<file path="src/rtl/dds_pkg.sv">
// Constants, offsets and state type shared by the dual DMA controller subsystem.
package dds_pkg;
	localparam int CPU_MHZ     = 100;
	localparam int DMA_DIV     = 2;
	localparam int CORE_PER_HALF = DMA_DIV / 2;
	localparam int ACQ_HALF    = 5;
	localparam int XFER_HALF   = 10;
	localparam int REL_HALF    = 3;
	localparam int RFSH_HALF   = 8;
	localparam int ACQ_CYC     = ACQ_HALF * CORE_PER_HALF;
	localparam int XFER_CYC    = XFER_HALF * CORE_PER_HALF;
	localparam int REL_CYC     = REL_HALF * CORE_PER_HALF;
	localparam int RFSH_CYC    = RFSH_HALF * CORE_PER_HALF;
	localparam int REFRESH_NS  = 15000;
	localparam int REFRESH_CYC = REFRESH_NS * CPU_MHZ / 1000;
	localparam logic [15:0] PAGE_LO    = 16'h0080;
	localparam logic [15:0] PAGE_HI    = 16'h009F;
	localparam logic [15:0] CTL1_LO    = 16'h0000;
	localparam logic [15:0] CTL1_HI    = 16'h001F;
	localparam logic [15:0] CTL2_LO    = 16'h00C0;
	localparam logic [15:0] CTL2_HI    = 16'h00DF;
	localparam logic [4:0]  REG_CHAN_END = 5'h08;
	localparam logic [4:0]  REG_STATUS = 5'h08;
	localparam logic [4:0]  REG_MASK   = 5'h0A;
	localparam logic [4:0]  REG_CLRPTR = 5'h0C;
	localparam int          MASK_SET_BIT = 2;
	localparam logic [7:0]  MASK_RST   = 8'hFF;
	localparam logic [7:0]  CHAN_USABLE = 8'hEF;
	localparam logic [15:0] CNT_LAST   = 16'h0000;
	localparam int          ADDR_W     = 24;
	localparam int          DATA_W     = 16;
	localparam int          FIFO_W     = ADDR_W + DATA_W + 1;
	localparam int          FIFO_DEPTH = 16;
	typedef enum logic [2:0] {ST_IDLE, ST_ACQ, ST_XFER, ST_REL, ST_RFSH} dds_state_t;
endpackage

</file>
<file path="src/rtl/dds_dma.sv">
// Seven-channel cascaded DMA subsystem with page registers, refresh timing and a write FIFO.
`timescale 1ns/1ns
`default_nettype none

module dds_fifo #(
	parameter int WIDTH = 8,
	parameter int DEPTH = 16
) (
	input  wire logic             clk_i,
	input  wire logic             rst_i,
	input  wire logic             in_valid_i,
	output logic                  in_ready_o,
	input  wire logic [WIDTH-1:0] in_data_i,
	output logic                  out_valid_o,
	input  wire logic             out_ready_i,
	output logic      [WIDTH-1:0] out_data_o
);
	localparam int PW = $clog2(DEPTH);
	localparam int CW = $clog2(DEPTH + 1);
	logic [WIDTH-1:0] mem [DEPTH];
	logic [PW-1:0]    wr_ptr;
	logic [PW-1:0]    rd_ptr;
	logic [CW-1:0]    cnt;
	logic             push;
	logic             pop;
	// The output stage is a register so the memory side sees clean flop outputs.
	assign in_ready_o = cnt != CW'(DEPTH);
	assign push = in_valid_i && in_ready_o;
	assign pop = (cnt != '0) && (!out_valid_o || out_ready_i);
	always_ff @(posedge clk_i)
	begin
		if (push)
			mem[wr_ptr] <= in_data_i;
	end
	always_ff @(posedge clk_i or posedge rst_i)
	begin
		if (rst_i)
		begin
			wr_ptr      <= '0;
			rd_ptr      <= '0;
			cnt         <= '0;
			out_valid_o <= 1'b0;
			out_data_o  <= '0;
		end
		else
		begin
			if (push)
				wr_ptr <= (wr_ptr == PW'(DEPTH - 1)) ? '0 : wr_ptr + 1'b1;
			if (pop)
			begin
				rd_ptr     <= (rd_ptr == PW'(DEPTH - 1)) ? '0 : rd_ptr + 1'b1;
				out_data_o <= mem[rd_ptr];
			end
			if (pop)
				out_valid_o <= 1'b1;
			else if (out_ready_i)
				out_valid_o <= 1'b0;
			cnt <= cnt + CW'(push) - CW'(pop);
		end
	end
endmodule

// How it works
// RQ1: Low controller cascades into channel four; seven channels.
// RQ2: Byte channels: counter low sixteen, page high eight.
// RQ3: Byte block ends after 64K transfers.
// RQ4: Word channels: counter A1-A16, page A17-A23.
// RQ5: Word blocks at most 128K, A0 always zero.
// RQ6: Counter wrap never carries into the page.
// RQ7: Each channel moves only its fixed width.
// RQ8: DMA timing runs at half the core rate.
// RQ9: Software keeps single transfer mode for refresh.
// RQ10: Acquire 2.5, transfer 5, release 1.5 clocks.
// RQ11: Channels 0-3 byte wide, 5-7 word wide.
// RQ12: Refresh every 15 us with internal row.
// RQ13: Page registers decoded at 0080h to 009Fh.
// RQ14: Word controller decoded at 00C0h to 00DFh.
// RQ15: Requests held till acknowledge; fixed priority, one transfer.
module dds_dma import dds_pkg::*; #(
	parameter int REFRESH_CYCLES = REFRESH_CYC,
	parameter int BUF_DEPTH      = FIFO_DEPTH
) (
	input  wire logic        core_clk_i,
	input  wire logic        rst_i,
	input  wire logic [7:0]  dreq_i,
	output logic      [7:0]  dack_o,
	output logic             hold_req_o,
	input  wire logic        hold_ack_i,
	input  wire logic [15:0] dev_data_i,
	output logic             tc_o,
	output logic             refresh_o,
	output logic      [7:0]  refresh_row_o,
	input  wire logic [15:0] io_addr_i,
	input  wire logic        io_wr_i,
	input  wire logic        io_rd_i,
	input  wire logic [7:0]  io_wdata_i,
	output logic      [7:0]  io_rdata_o,
	output logic             mem_valid_o,
	input  wire logic        mem_ready_i,
	output logic      [23:0] mem_addr_o,
	output logic      [15:0] mem_data_o,
	output logic             mem_word_o
);
	localparam int RT_W = $clog2(REFRESH_CYCLES);

	function automatic logic [1:0] pick4(input logic [3:0] req);
		logic [1:0] r;
		r = 2'h0;
		for (int i = 3; i >= 0; i--)
			if (req[i])
				r = 2'(i);
		return r;
	endfunction

	dds_state_t       state;
	logic [3:0]       tmr;
	logic [2:0]       grant_ch;
	logic             dma_ce;
	logic [7:0]       dreq_meta;
	logic [7:0]       dreq_s;
	logic             hack_meta;
	logic             hack_s;
	logic [15:0]      dev_meta;
	logic [15:0]      dev_s;
	logic [7:0]       page [8];
	logic [15:0]      cur_addr [8];
	logic [15:0]      cur_cnt [8];
	logic [7:0]       mask;
	logic [7:0]       tc_flag;
	logic [1:0]       ptr;
	logic [RT_W-1:0]  rfsh_cnt;
	logic             rfsh_pend;
	logic             rfsh_tick;
	logic [7:0]       active;
	logic             low_req;
	logic [2:0]       win;
	logic             start_ok;
	logic             fifo_ready;
	logic             push;
	logic             push_word;
	logic [23:0]      push_addr;
	logic [15:0]      push_data;
	logic             page_hit;
	logic             ctl1_hit;
	logic             ctl2_hit;
	logic             ctl_hit;
	logic [4:0]       off;
	logic [2:0]       io_ch;
	logic             ctl_sel;
	logic             chan_reg;
	logic [15:0]      chan_word;
	logic [7:0]       next_rdata;
	logic             last_xfer;

	assign rfsh_tick = rfsh_cnt == RT_W'(REFRESH_CYCLES - 1);
	assign active = dreq_s & ~mask & CHAN_USABLE;
	assign low_req = |active[3:0];
	// The low controller's request enters the word controller as its top-priority channel four.
	assign win = low_req ? {1'b0, pick4(active[3:0])} : {1'b1, pick4({active[7:5], 1'b0})}; // see RQ1 see RQ15
	// A grant still held from the last cycle must drop first, or a stale acknowledge would be taken as new.
	assign start_ok = (|active) && fifo_ready && !hack_s;
	assign push = (state == ST_XFER) && (tmr == '0);
	assign push_word = grant_ch[2]; // see RQ7 see RQ11
	// Only the low sixteen bits count, so a wrap stays inside the page.
	assign push_addr = push_word ? {page[grant_ch][7:1], cur_addr[grant_ch], 1'b0}
		: {page[grant_ch], cur_addr[grant_ch]}; // see RQ2 see RQ4 see RQ5 see RQ6
	assign push_data = push_word ? dev_s : {8'h00, dev_s[7:0]}; // see RQ7
	assign last_xfer = cur_cnt[grant_ch] == CNT_LAST; // see RQ3 see RQ5
	assign page_hit = (io_addr_i >= PAGE_LO) && (io_addr_i <= PAGE_HI); // see RQ13
	assign ctl1_hit = (io_addr_i >= CTL1_LO) && (io_addr_i <= CTL1_HI);
	assign ctl2_hit = (io_addr_i >= CTL2_LO) && (io_addr_i <= CTL2_HI); // see RQ14
	assign ctl_hit = ctl1_hit || ctl2_hit;
	// The word controller sits on even addresses only, so its offset drops bit zero.
	assign off = ctl2_hit ? io_addr_i[5:1] : io_addr_i[4:0]; // see RQ14
	assign ctl_sel = ctl2_hit;
	assign io_ch = {ctl_sel, off[2:1]};
	assign chan_reg = ctl_hit && (off < REG_CHAN_END);
	assign chan_word = off[0] ? cur_cnt[io_ch] : cur_addr[io_ch];
	assign next_rdata = page_hit ? page[io_addr_i[2:0]]
		: chan_reg ? (ptr[ctl_sel] ? chan_word[15:8] : chan_word[7:0])
		: (ctl_hit && off == REG_STATUS) ? (ctl_sel ? {dreq_s[7:4], tc_flag[7:4]} : {dreq_s[3:0], tc_flag[3:0]})
		: 8'h00;

	always_ff @(posedge core_clk_i or posedge rst_i)
	begin
		if (rst_i)
		begin
			dreq_meta <= '0;
			dreq_s    <= '0;
			hack_meta <= 1'b0;
			hack_s    <= 1'b0;
			dev_meta  <= '0;
			dev_s     <= '0;
			dma_ce    <= 1'b0;
		end
		else
		begin
			dreq_meta <= dreq_i;
			dreq_s    <= dreq_meta;
			hack_meta <= hold_ack_i;
			hack_s    <= hack_meta;
			dev_meta  <= dev_data_i;
			dev_s     <= dev_meta;
			dma_ce    <= ~dma_ce; // see RQ8
		end
	end

	always_ff @(posedge core_clk_i or posedge rst_i)
	begin
		if (rst_i)
		begin
			rfsh_cnt  <= '0;
			rfsh_pend <= 1'b0;
		end
		else
		begin
			rfsh_cnt <= rfsh_tick ? '0 : rfsh_cnt + 1'b1; // see RQ12
			if (rfsh_tick)
				rfsh_pend <= 1'b1;
			else if (state == ST_IDLE && dma_ce)
				rfsh_pend <= 1'b0;
		end
	end

	// Single transfer per grant: the bus goes back after every cycle, which lets refresh in.
	always_ff @(posedge core_clk_i or posedge rst_i)
	begin
		if (rst_i)
		begin
			state         <= ST_IDLE;
			tmr           <= '0;
			grant_ch      <= '0;
			dack_o        <= '0;
			hold_req_o    <= 1'b0;
			refresh_o     <= 1'b0;
			refresh_row_o <= '0;
		end
		else
		begin
			unique case (state)
				ST_IDLE:
					if (dma_ce && rfsh_pend)
					begin
						state     <= ST_RFSH;
						tmr       <= 4'(RFSH_CYC - 1);
						refresh_o <= 1'b1; // see RQ12
					end
					else if (dma_ce && start_ok)
					begin
						state      <= ST_ACQ;
						tmr        <= 4'(ACQ_CYC - 1);
						grant_ch   <= win; // see RQ15
						hold_req_o <= 1'b1;
					end
				ST_ACQ:
					if (hack_s)
					begin
						if (tmr == '0)
						begin
							state  <= ST_XFER;
							tmr    <= 4'(XFER_CYC - 1);
							dack_o <= 8'h01 << grant_ch; // see RQ10
						end
						else
							tmr <= tmr - 1'b1;
					end
				ST_XFER:
					if (tmr == '0)
					begin
						state  <= ST_REL;
						tmr    <= 4'(REL_CYC - 1);
						dack_o <= '0; // see RQ10
					end
					else
						tmr <= tmr - 1'b1;
				ST_REL:
					if (tmr == '0)
					begin
						state      <= ST_IDLE;
						hold_req_o <= 1'b0; // see RQ10
					end
					else
						tmr <= tmr - 1'b1;
				ST_RFSH:
					if (tmr == '0)
					begin
						state         <= ST_IDLE;
						refresh_o     <= 1'b0;
						refresh_row_o <= refresh_row_o + 1'b1; // see RQ12
					end
					else
						tmr <= tmr - 1'b1;
			endcase
		end
	end

	always_ff @(posedge core_clk_i or posedge rst_i)
	begin
		if (rst_i)
		begin
			for (int i = 0; i < 8; i++)
			begin
				page[i]     <= '0;
				cur_addr[i] <= '0;
				cur_cnt[i]  <= '0;
			end
			mask       <= MASK_RST;
			tc_flag    <= '0;
			ptr        <= '0;
			tc_o       <= 1'b0;
			io_rdata_o <= '0;
		end
		else
		begin
			tc_o <= push && last_xfer;
			if (io_rd_i)
				io_rdata_o <= next_rdata;
			// Reading status clears its flags, but a count ending in the same cycle still sets.
			if (io_rd_i && ctl_hit && off == REG_STATUS)
			begin
				if (ctl_sel)
					tc_flag[7:4] <= '0;
				else
					tc_flag[3:0] <= '0;
			end
			if (io_wr_i && page_hit)
				page[io_addr_i[2:0]] <= io_wdata_i; // see RQ13
			if (io_wr_i && ctl_hit && off == REG_MASK)
				mask[{ctl_sel, io_wdata_i[1:0]}] <= io_wdata_i[MASK_SET_BIT];
			if (io_wr_i && ctl_hit && off == REG_CLRPTR)
				ptr[ctl_sel] <= 1'b0;
			if ((io_wr_i || io_rd_i) && chan_reg)
				ptr[ctl_sel] <= ~ptr[ctl_sel];
			if (push)
			begin
				cur_addr[grant_ch] <= cur_addr[grant_ch] + 1'b1; // see RQ6
				cur_cnt[grant_ch]  <= cur_cnt[grant_ch] - 1'b1;
				if (last_xfer)
				begin
					tc_flag[grant_ch] <= 1'b1; // see RQ3
					mask[grant_ch]    <= 1'b1;
				end
			end
			if (io_wr_i && chan_reg)
			begin
				if (off[0])
				begin
					if (ptr[ctl_sel])
						cur_cnt[io_ch][15:8] <= io_wdata_i;
					else
						cur_cnt[io_ch][7:0] <= io_wdata_i;
				end
				else
				begin
					if (ptr[ctl_sel])
						cur_addr[io_ch][15:8] <= io_wdata_i;
					else
						cur_addr[io_ch][7:0] <= io_wdata_i;
				end
			end
		end
	end

	dds_fifo #(
		.WIDTH (FIFO_W),
		.DEPTH (BUF_DEPTH)
	) u_fifo (
		.clk_i       (core_clk_i),
		.rst_i       (rst_i),
		.in_valid_i  (push),
		.in_ready_o  (fifo_ready),
		.in_data_i   ({push_addr, push_data, push_word}),
		.out_valid_o (mem_valid_o),
		.out_ready_i (mem_ready_i),
		.out_data_o  ({mem_addr_o, mem_data_o, mem_word_o})
	);

	localparam int CASCADE_IDX   = 4;
	localparam int RFSH_WAIT_MAX = 40;
endmodule

`default_nettype wire

</file>
<file path="config.mk">
export PLATFORM = sky130hd
export DESIGN_NAME = dds_dma
export DESIGN_NICKNAME = d
export VERILOG_FILES = /design/src/rtl/dds_pkg.sv /design/src/rtl/dds_dma.sv
export SDC_FILE = /design/constraint.sdc
export NUM_CORES = 2
export LEC_CHECK = 0
export BUFFER_PORTS_ARGS = -buffer_cell sky130_fd_sc_hd__buf_2
export CAP_MARGIN = 15
export CORE_UTILIZATION = 50
export CTS_BUF_LIST = sky130_fd_sc_hd__clkbuf_16
export CTS_CLUSTER_SIZE = 16
export DETAILED_ROUTE_END_ITERATION = 8
export HOLD_SLACK_MARGIN = 0.15
export PLACE_DENSITY = 0.66
export SYNTH_ARGS = -nofsm -noshare
export SYNTH_HDL_FRONTEND = slang
export SYNTH_SLANG_ARGS = --single-unit
</file>
<file path="constraint.sdc">
create_clock -name core_clk_i -period 27.8 [get_ports core_clk_i]
set_input_delay 1.39 -clock core_clk_i [delete_from_list [all_inputs] [get_ports core_clk_i]]
set_output_delay 1.39 -clock core_clk_i [all_outputs]
set_load 0.01 [all_outputs]
</file>
# Word-level counts from Yosys, hierarchy flattened
# Memories as Yosys holds them, arrays and structs flattened. A register that Yosys moved wholly into a read port is not among the register bits.
# Index checks and enable logic that the tools add are counted.
dict set report totals {
  output_inout_bits 69
  n_memories 1
  word_cells 276
  mem_bits_rw 656
  regBits 452
  in_bits 54
}
# name depth width rd rd_clocked_by_memory_dff write_ports line
set memory_table {}
lappend memory_table {u_fifo.mem 16 41 1 1 1 dds_dma.sv:20} ;# logic [WIDTH-1:0] mem [DEPTH];
dict set report classes {
  order_cmp 19
  reduce_logical 52
  shifts 1
  addsub 9
  n_bitwise 12
  n_mux 111
  n_eq_ne 22
}
# operator count
set op_table {}
lappend op_table {{128-bit two-way mux} 8}
lappend op_table {{128-bit bitwise mux} 6}
lappend op_table {{16-bit binary-select mux with 3-bit select} 4}
lappend op_table {{16-bit two-way mux} 12}
lappend op_table {{8-bit two-way mux} 20}
lappend op_table {{16-bit demux with 3-bit select} 3}
lappend op_table {{64-bit bitwise mux} 1}
lappend op_table {{8-bit binary-select mux with 3-bit select} 2}
lappend op_table {{4-bit two-way mux} 10}
lappend op_table {{16-bit by 8-bit greater-or-equal comparator with 1-bit output (second input constant)} 2}
lappend op_table {{16-bit by 8-bit less-or-equal comparator with 1-bit output (second input constant)} 2}
lappend op_table {{1-bit logical AND} 28}
lappend op_table {{8-bit demux with 3-bit select} 1}
lappend op_table {{3-bit two-way mux} 7}
lappend op_table {{2-bit two-way mux} 9}
lappend op_table {{17-bit two-way mux} 1}
lappend op_table {{16-bit by 1-bit adder with 16-bit output (second input constant)} 1}
lappend op_table {{16-bit by 1-bit greater-or-equal comparator with 1-bit output (second input constant)} 1}
lappend op_table {{16-bit by 5-bit less-or-equal comparator with 1-bit output (second input constant)} 1}
lappend op_table {{16-bit zero test} 1}
lappend op_table {{8-bit OR} 2}
lappend op_table {{4-bit case mux with 4 select lines} 1}
lappend op_table {{8-bit case mux with 2 select lines} 1}
lappend op_table {{16-bit by 1-bit subtractor with 16-bit output (second input constant)} 1}
lappend op_table {{52 further kinds} 101}

# Logic depth before layout (Yosys ltp)
dict set report depth {
  word_depth 12
  depth_mapped 17
  depth_no_buf 15
}

# Hierarchy
# A second synthesis with hierarchy kept.
dict set report hier_totals {
  cells_unflattened 3883
  hier_area_um2 53303.6
}
# module n_inst seq_area_each_um2 area_each_um2 cells_each
set by_module_without_submodules {}
lappend by_module_without_submodules {dds_fifo 1 21075.2 27054.7 1192}
lappend by_module_without_submodules {dds_dma 1 10944.2 26248.9 2691}

# Least setup slack after synthesis
# Ideal clock, no wire load.
dict set report synth_path {
  kind {register to register}
  start {register state[1]}
  end {memory u_fifo.mem[0][0] (netlist name), enable pin}
  setup_time_ps 490
  required_time_ps 27310
  synth_period_minus_slack_ps 5511
  setup_slack_ps 22289
  stages_incl_launch_ff 8
  arrival_time_ps 5021
  cell_sequence {dfrtp_1 > clkbuf_1 > nor3b_1 > nand2_1 > a31oi_1 > clkbuf_1 > nand2_1 > nor3_1}
}
dict set report synth_between {
  elab_chain_cells 5
}
# item line
set synth_rtl {}
lappend synth_rtl {{start, declared} dds_dma.sv:115} ;# dds_state_t state;
lappend synth_rtl {{start signal, assigned} dds_dma.sv:230} ;# state <= ST_IDLE;
lappend synth_rtl {{start signal, assigned} dds_dma.sv:244} ;# state <= ST_RFSH;
lappend synth_rtl {{start signal, assigned} dds_dma.sv:250} ;# state <= ST_ACQ;
lappend synth_rtl {{3-bit by 2-bit equality test with 1-bit output} dds_dma.sv:162} ;# assign push = (state == ST_XFER) && (tmr == '0);
lappend synth_rtl {{1-bit logical AND} dds_dma.sv:162}
lappend synth_rtl {{1-bit logical AND} dds_dma.sv:28} ;# assign push = in_valid_i && in_ready_o;
lappend synth_rtl {{named net u_fifo.push} dds_dma.sv:24} ;# logic push;
lappend synth_rtl {{1-bit two-way mux} dds_dma.sv:32} ;# if (push)
lappend synth_rtl {{1-bit two-way mux (not written as such)} dds_dma.sv:33} ;# mem[wr_ptr] <= in_data_i;
lappend synth_rtl {{end, declared} dds_dma.sv:20}
# The timed path passes the listed nets, and every way through them passes these cells.

# Worst setup path after layout
dict set report layout_path {
  start {register grant_ch[1]}
  end {register cur_cnt[73] (netlist name)}
}
dict set report layout_between {
  elab_chain_cells 11
}
# item line
set layout_rtl {}
lappend layout_rtl {{start, declared} dds_dma.sv:117} ;# logic [2:0] grant_ch;
lappend layout_rtl {{start signal, assigned} dds_dma.sv:252} ;# grant_ch <= win;
lappend layout_rtl {{3-bit inverter with 4-bit output (not written as such) (*)} dds_dma.sv:337} ;# cur_cnt[grant_ch] <= cur_cnt[grant_ch] - 1'b1;
lappend layout_rtl {{16-bit binary-select mux with 3-bit select, or another cell as far along} dds_dma.sv:337}
lappend layout_rtl {{16-bit two-way mux (not written as such) / 1-bit logical AND (equally long branches)} dds_dma.sv:337}
lappend layout_rtl {{16-bit two-way mux (not written as such)} dds_dma.sv:337}
lappend layout_rtl {{16-bit by 1-bit subtractor with 16-bit output / 16-bit demux with 3-bit select (equally long branches)} dds_dma.sv:337}
lappend layout_rtl {{128-bit bitwise mux (*)} dds_dma.sv:337}
lappend layout_rtl {{128-bit two-way mux (*)} dds_dma.sv:334} ;# if (push)
lappend layout_rtl {{128-bit bitwise mux, on equally long branches} {dds_dma.sv:351, dds_dma.sv:349}}
lappend layout_rtl {{128-bit two-way mux} dds_dma.sv:348} ;# if (ptr[ctl_sel])
lappend layout_rtl {{128-bit two-way mux} dds_dma.sv:346} ;# if (off[0])
lappend layout_rtl {{128-bit two-way mux (*)} dds_dma.sv:344} ;# if (io_wr_i && chan_reg)
lappend layout_rtl {{end signal, assigned by index} dds_dma.sv:337}
lappend layout_rtl {{end signal, assigned by index} dds_dma.sv:349} ;# cur_cnt[io_ch][15:8] <= io_wdata_i;
lappend layout_rtl {{end signal, assigned by index} dds_dma.sv:351} ;# cur_cnt[io_ch][7:0] <= io_wdata_i;
lappend layout_rtl {{end, declared} dds_dma.sv:127} ;# logic [15:0] cur_cnt [8];
# Mark *: on every way between the ends. The rest lies on a longest branch, timed or not. The select of a mux whose other input is x is not followed.
# A chain may end at the register's enable or synchronous reset.

==> flow_metrics.env <==
export IMPL_outcome="complete, but fails checks"
export IMPL_violations="DRC"
export IMPL_ctsResizeCount=0
export IMPL_tightest_slew_ns=1.27
export IMPL_dr_first_iter_drc_count=3916
export IMPL_synth_top_cell_area_share=0.370
export IMPL_clkLatencyLatePin_ns=0.74
export IMPL_fin_setup_tns_ns=0
export IMPL_min_from="dreq_meta[3]"
export IMPL_routed_via_density=6.48
export IMPL_io_pins=123
export IMPL_finalHoldViolations=0
export IMPL_yosysSeqAreaShare=0.601
export IMPL_drive_gt1_frac=0.238
export IMPL_clk_path_buf_depth=3
export IMPL_syn_area_per_cell_um2=13.9
export IMPL_critPathRequiredTime_ns=28.34
export IMPL_port_buffer_count=122
export IMPL_ctsHoldBuffers=0
export IMPL_max_clock_freq_mhz=178
export IMPL_synth_most_common_cell="edfxtp_1"
export IMPL_max_slew_margin=0.155
export IMPL_routed_wl_mm=150
export IMPL_r2r_start="grant_ch[1]"
export IMPL_r2r_worst_path_cells=8
export IMPL_fp_dieH_um=328
export IMPL_htreeDepth=3
export IMPL_holdPathEnd="dreq_s[3]"
export IMPL_r2r_end="cur_cnt[73]"
export IMPL_async_flop_share=0.429
export IMPL_dieArea_um2=108000
export IMPL_grt_pass1_vias=34100
export IMPL_grt_max_degree=77
export IMPL_drc=10
export IMPL_dr_pass1_iters=9
export IMPL_path_clk_slew_ns=0.06
export IMPL_ys_seq_elements=1148
export IMPL_path_max_fanout=56
export IMPL_grt_pass1_wl_mm=224
export IMPL_fin_crit_sh=0.202
export IMPL_finalNetCount=3956
export IMPL_cp_start_kind="flip-flop"
export IMPL_post_cts_buffers=0
export IMPL_ir_drop_mv=0.0541
export IMPL_hold_path_class="reg -> reg"
export IMPL_final_util=0.564
export IMPL_dpl_hpwl_mm=86.6
export IMPL_powerDensity_nw_per_um2=75.3
export IMPL_rsz0062_at_grt="no"
export IMPL_tritoncts="yes"
export IMPL_synthCells=3841
export IMPL_wl_per_cell_um=27.9
export IMPL_vias=34900
export IMPL_antenna_found_initial=1
export IMPL_fillers=8393
export IMPL_final_min_clock_period_ns=5.62
export IMPL_track_usage=0.280
export IMPL_overflow=0
export IMPL_diodes=0
export IMPL_drtAntennaViolNets=0
export IMPL_worstPathArrival_ns=6.16
export IMPL_min_path_cells=0
export IMPL_slew_viol_final=0
export IMPL_synth_top_cells_by_count="656 x edfxtp_1, 485 x dfrtp_1, 429 x nand2_1, 332 x mux4_2, 254 x nor2_1"
export IMPL_fin_skew_ns=0.0547
export IMPL_start_util=0.505
export IMPL_path_class="reg -> reg"
export IMPL_syn_nets=3914
export IMPL_gp_congestion=0.926
export IMPL_rows=119
export IMPL_syn_area_um2=53300
export IMPL_synth_area_top_cells="edfxtp_1 37%, dfrtp_1 23%, mux4_2 14%, nand2_1 3.0%, mux2_2 2.9%"
export IMPL_synth_cell_types=89
export IMPL_fp_dieW_um=328
export IMPL_core_area_um2=105000
export IMPL_clockRootBuffer="clkbuf_16"
export IMPL_setup_violations=0
export IMPL_clock_sinks=1148
export IMPL_synth_top_cell_by_area="edfxtp_1"
export IMPL_cts_buffers=116
export IMPL_synth_edff_count=656
export IMPL_yosys_warnings=0
export IMPL_maxCapViolations=0
export IMPL_leakagePower_nw=20.4
export IMPL_synth_ff_type="edfxtp_1"
export IMPL_rrSetupSlack_ns=22.18
export IMPL_area_delta_synth_final_pct=11.6
export IMPL_cp_end_kind="flip-flop"
-- cell usage in the layout, fill, tap and decap left out, types with 9 or more instances in the layout --
| cell type | synthesis | routed |
|---|---|---|
| clkinv_2 | 0 | 18 |
| and3_1 | 17 | 17 |
| dfrtp_1 | 485 | 478 |
| inv_1 | 28 | 51 |
| o21ai_0 | 124 | 124 |
| buf_2 | 19 | 120 |
| a31oi_1 | 24 | 24 |
| nand2_1 | 429 | 425 |
| o22ai_1 | 28 | 28 |
| buf_4 | 3 | 94 |
| a22oi_1 | 11 | 11 |
| clkinv_1 | 1 | 25 |
| a211oi_1 | 15 | 15 |
| xnor2_1 | 26 | 26 |
| ha_1 | 18 | 18 |
| nand4_1 | 28 | 28 |
| nor3_1 | 87 | 80 |
| o31ai_1 | 25 | 25 |
| mux4_2 | 332 | 332 |
| bufinv_16 | 0 | 20 |
| a21oi_1 | 154 | 153 |
| and2_1 | 18 | 18 |
| mux2_2 | 136 | 136 |
| nor2_4 | 0 | 12 |
| clkbuf_16 | 0 | 118 |
| xor2_1 | 20 | 20 |
| nor2b_1 | 14 | 14 |
| mux2i_1 | 124 | 123 |
| nor4_2 | 4 | 11 |
| nor4_1 | 17 | 9 |
| nand2b_1 | 22 | 22 |
| o211ai_1 | 98 | 98 |
| o21a_1 | 57 | 57 |
| nand3_1 | 139 | 135 |
| nor2_1 | 254 | 241 |
| or4_1 | 21 | 21 |
| edfxtp_1 | 656 | 656 |
-- cells by family (layout without fill, tap and decap cells) --
kind of cell             count (synthesis)  count (layout)  synth area share
buffers and inverters                  322             466            0.0252
AND/OR/NAND/NOR                       1097            1097            0.0942
multiplexers                           593             593             0.193
flip-flops                            1148            1148             0.601
AO/OA/AOI/OAI                          616             616            0.0749
adder cells (fa/ha/maj)                 19              19           0.00460
XOR/XNOR                                46              46           0.00756
-- area by class of cell --
class | instances | area, µm² | share of cell area
sequential | 1148 | 32000 | 0.539
multi-input combinational | 2371 | 20200 | 0.340
clock buffer | 118 | 2950 | 0.0497
tap | 1391 | 1740 | 0.0293
timing repair buffer | 215 | 1320 | 0.0222
clock inverter | 102 | 1080 | 0.0181
inverter | 31 | 124 | 0.00208
-- state kept, by name, summed over array words and instances, names as in the netlist, 5 cells and up, named ones only --
| register | flops |
|---|---|
| rfsh_cnt | 11 |
| u_fifo.mem | 656 |
| cur_cnt | 128 |
| dev_s | 16 |
| dack_o | 8 |
| mask | 7 |
| tc_flag | 8 |
| cur_addr | 128 |
| u_fifo.out_data_o | 41 |
| dreq_meta | 8 |
| io_rdata_o | 8 |
| u_fifo.cnt | 5 |
| dreq_s | 8 |
| refresh_row_o | 8 |
| page | 64 |
| dev_meta | 16 |
-- worst max path at each step --
stage	from	to	slack, ns	cells after the start
CTS	grant_ch[1]	cur_cnt[73]	22.33	8
detailed placement	grant_ch[1]	cur_cnt[73]	22.37	8
finish	grant_ch[1]	cur_cnt[73]	22.18	8
floorplan	rst_i	async pin	12.69	1
global placement	grant_ch[1]	cur_cnt[25]	22.41	8
global route	grant_ch[1]	cur_cnt[41]	21.99	8
-- through the flow --
stage | hold WS, ns | total power [mW] | instance area, µm² | instances | setup WS (ns)
finish | 0.333 | 4.48 | 59400 | 5376 | 22.18
global placement | 0.332 | 2.87 | 55400 | 5154 | 22.41
global route | 0.339 | 4.65 | 59400 | 5376 | 21.99
detailed placement | 0.336 | 2.88 | 55400 | 5154 | 22.37
CTS | 0.335 | 4.51 | 59400 | 5374 | 22.33
floorplan | 0.331 | 2.63 | 53300 | 3841 | 12.69
-- power by group --
part	total [mW]	switching, mW	internal [mW]
Combinational	0.860	0.447	0.413
Sequential	1.98	0.0911	1.89
Clock	1.64	0.678	0.958
-- critical path, stage by stage (launching register included) --
cell and delay [ns]:
dfrtp_4 0.99, buf_4 0.71, buf_4 0.88, mux4_2 0.60, mux2i_1 0.37, or3b_1 0.63
nor4_2 0.40, xor2_1 0.63, o211ai_1 0.19
-- metal layers --
layer | global-route usage | vias up | wire length (µm)
met5 | 0 | - | 13
met4 | 0.123 | 2 | 7050
met3 | 0.0560 | 400 | 12900
met2 | 0.437 | 1751 | 69800
met1 | 0.382 | 17900 | 60000
li1 | - | 14800 | -
(Power assumes the default switching activity.)
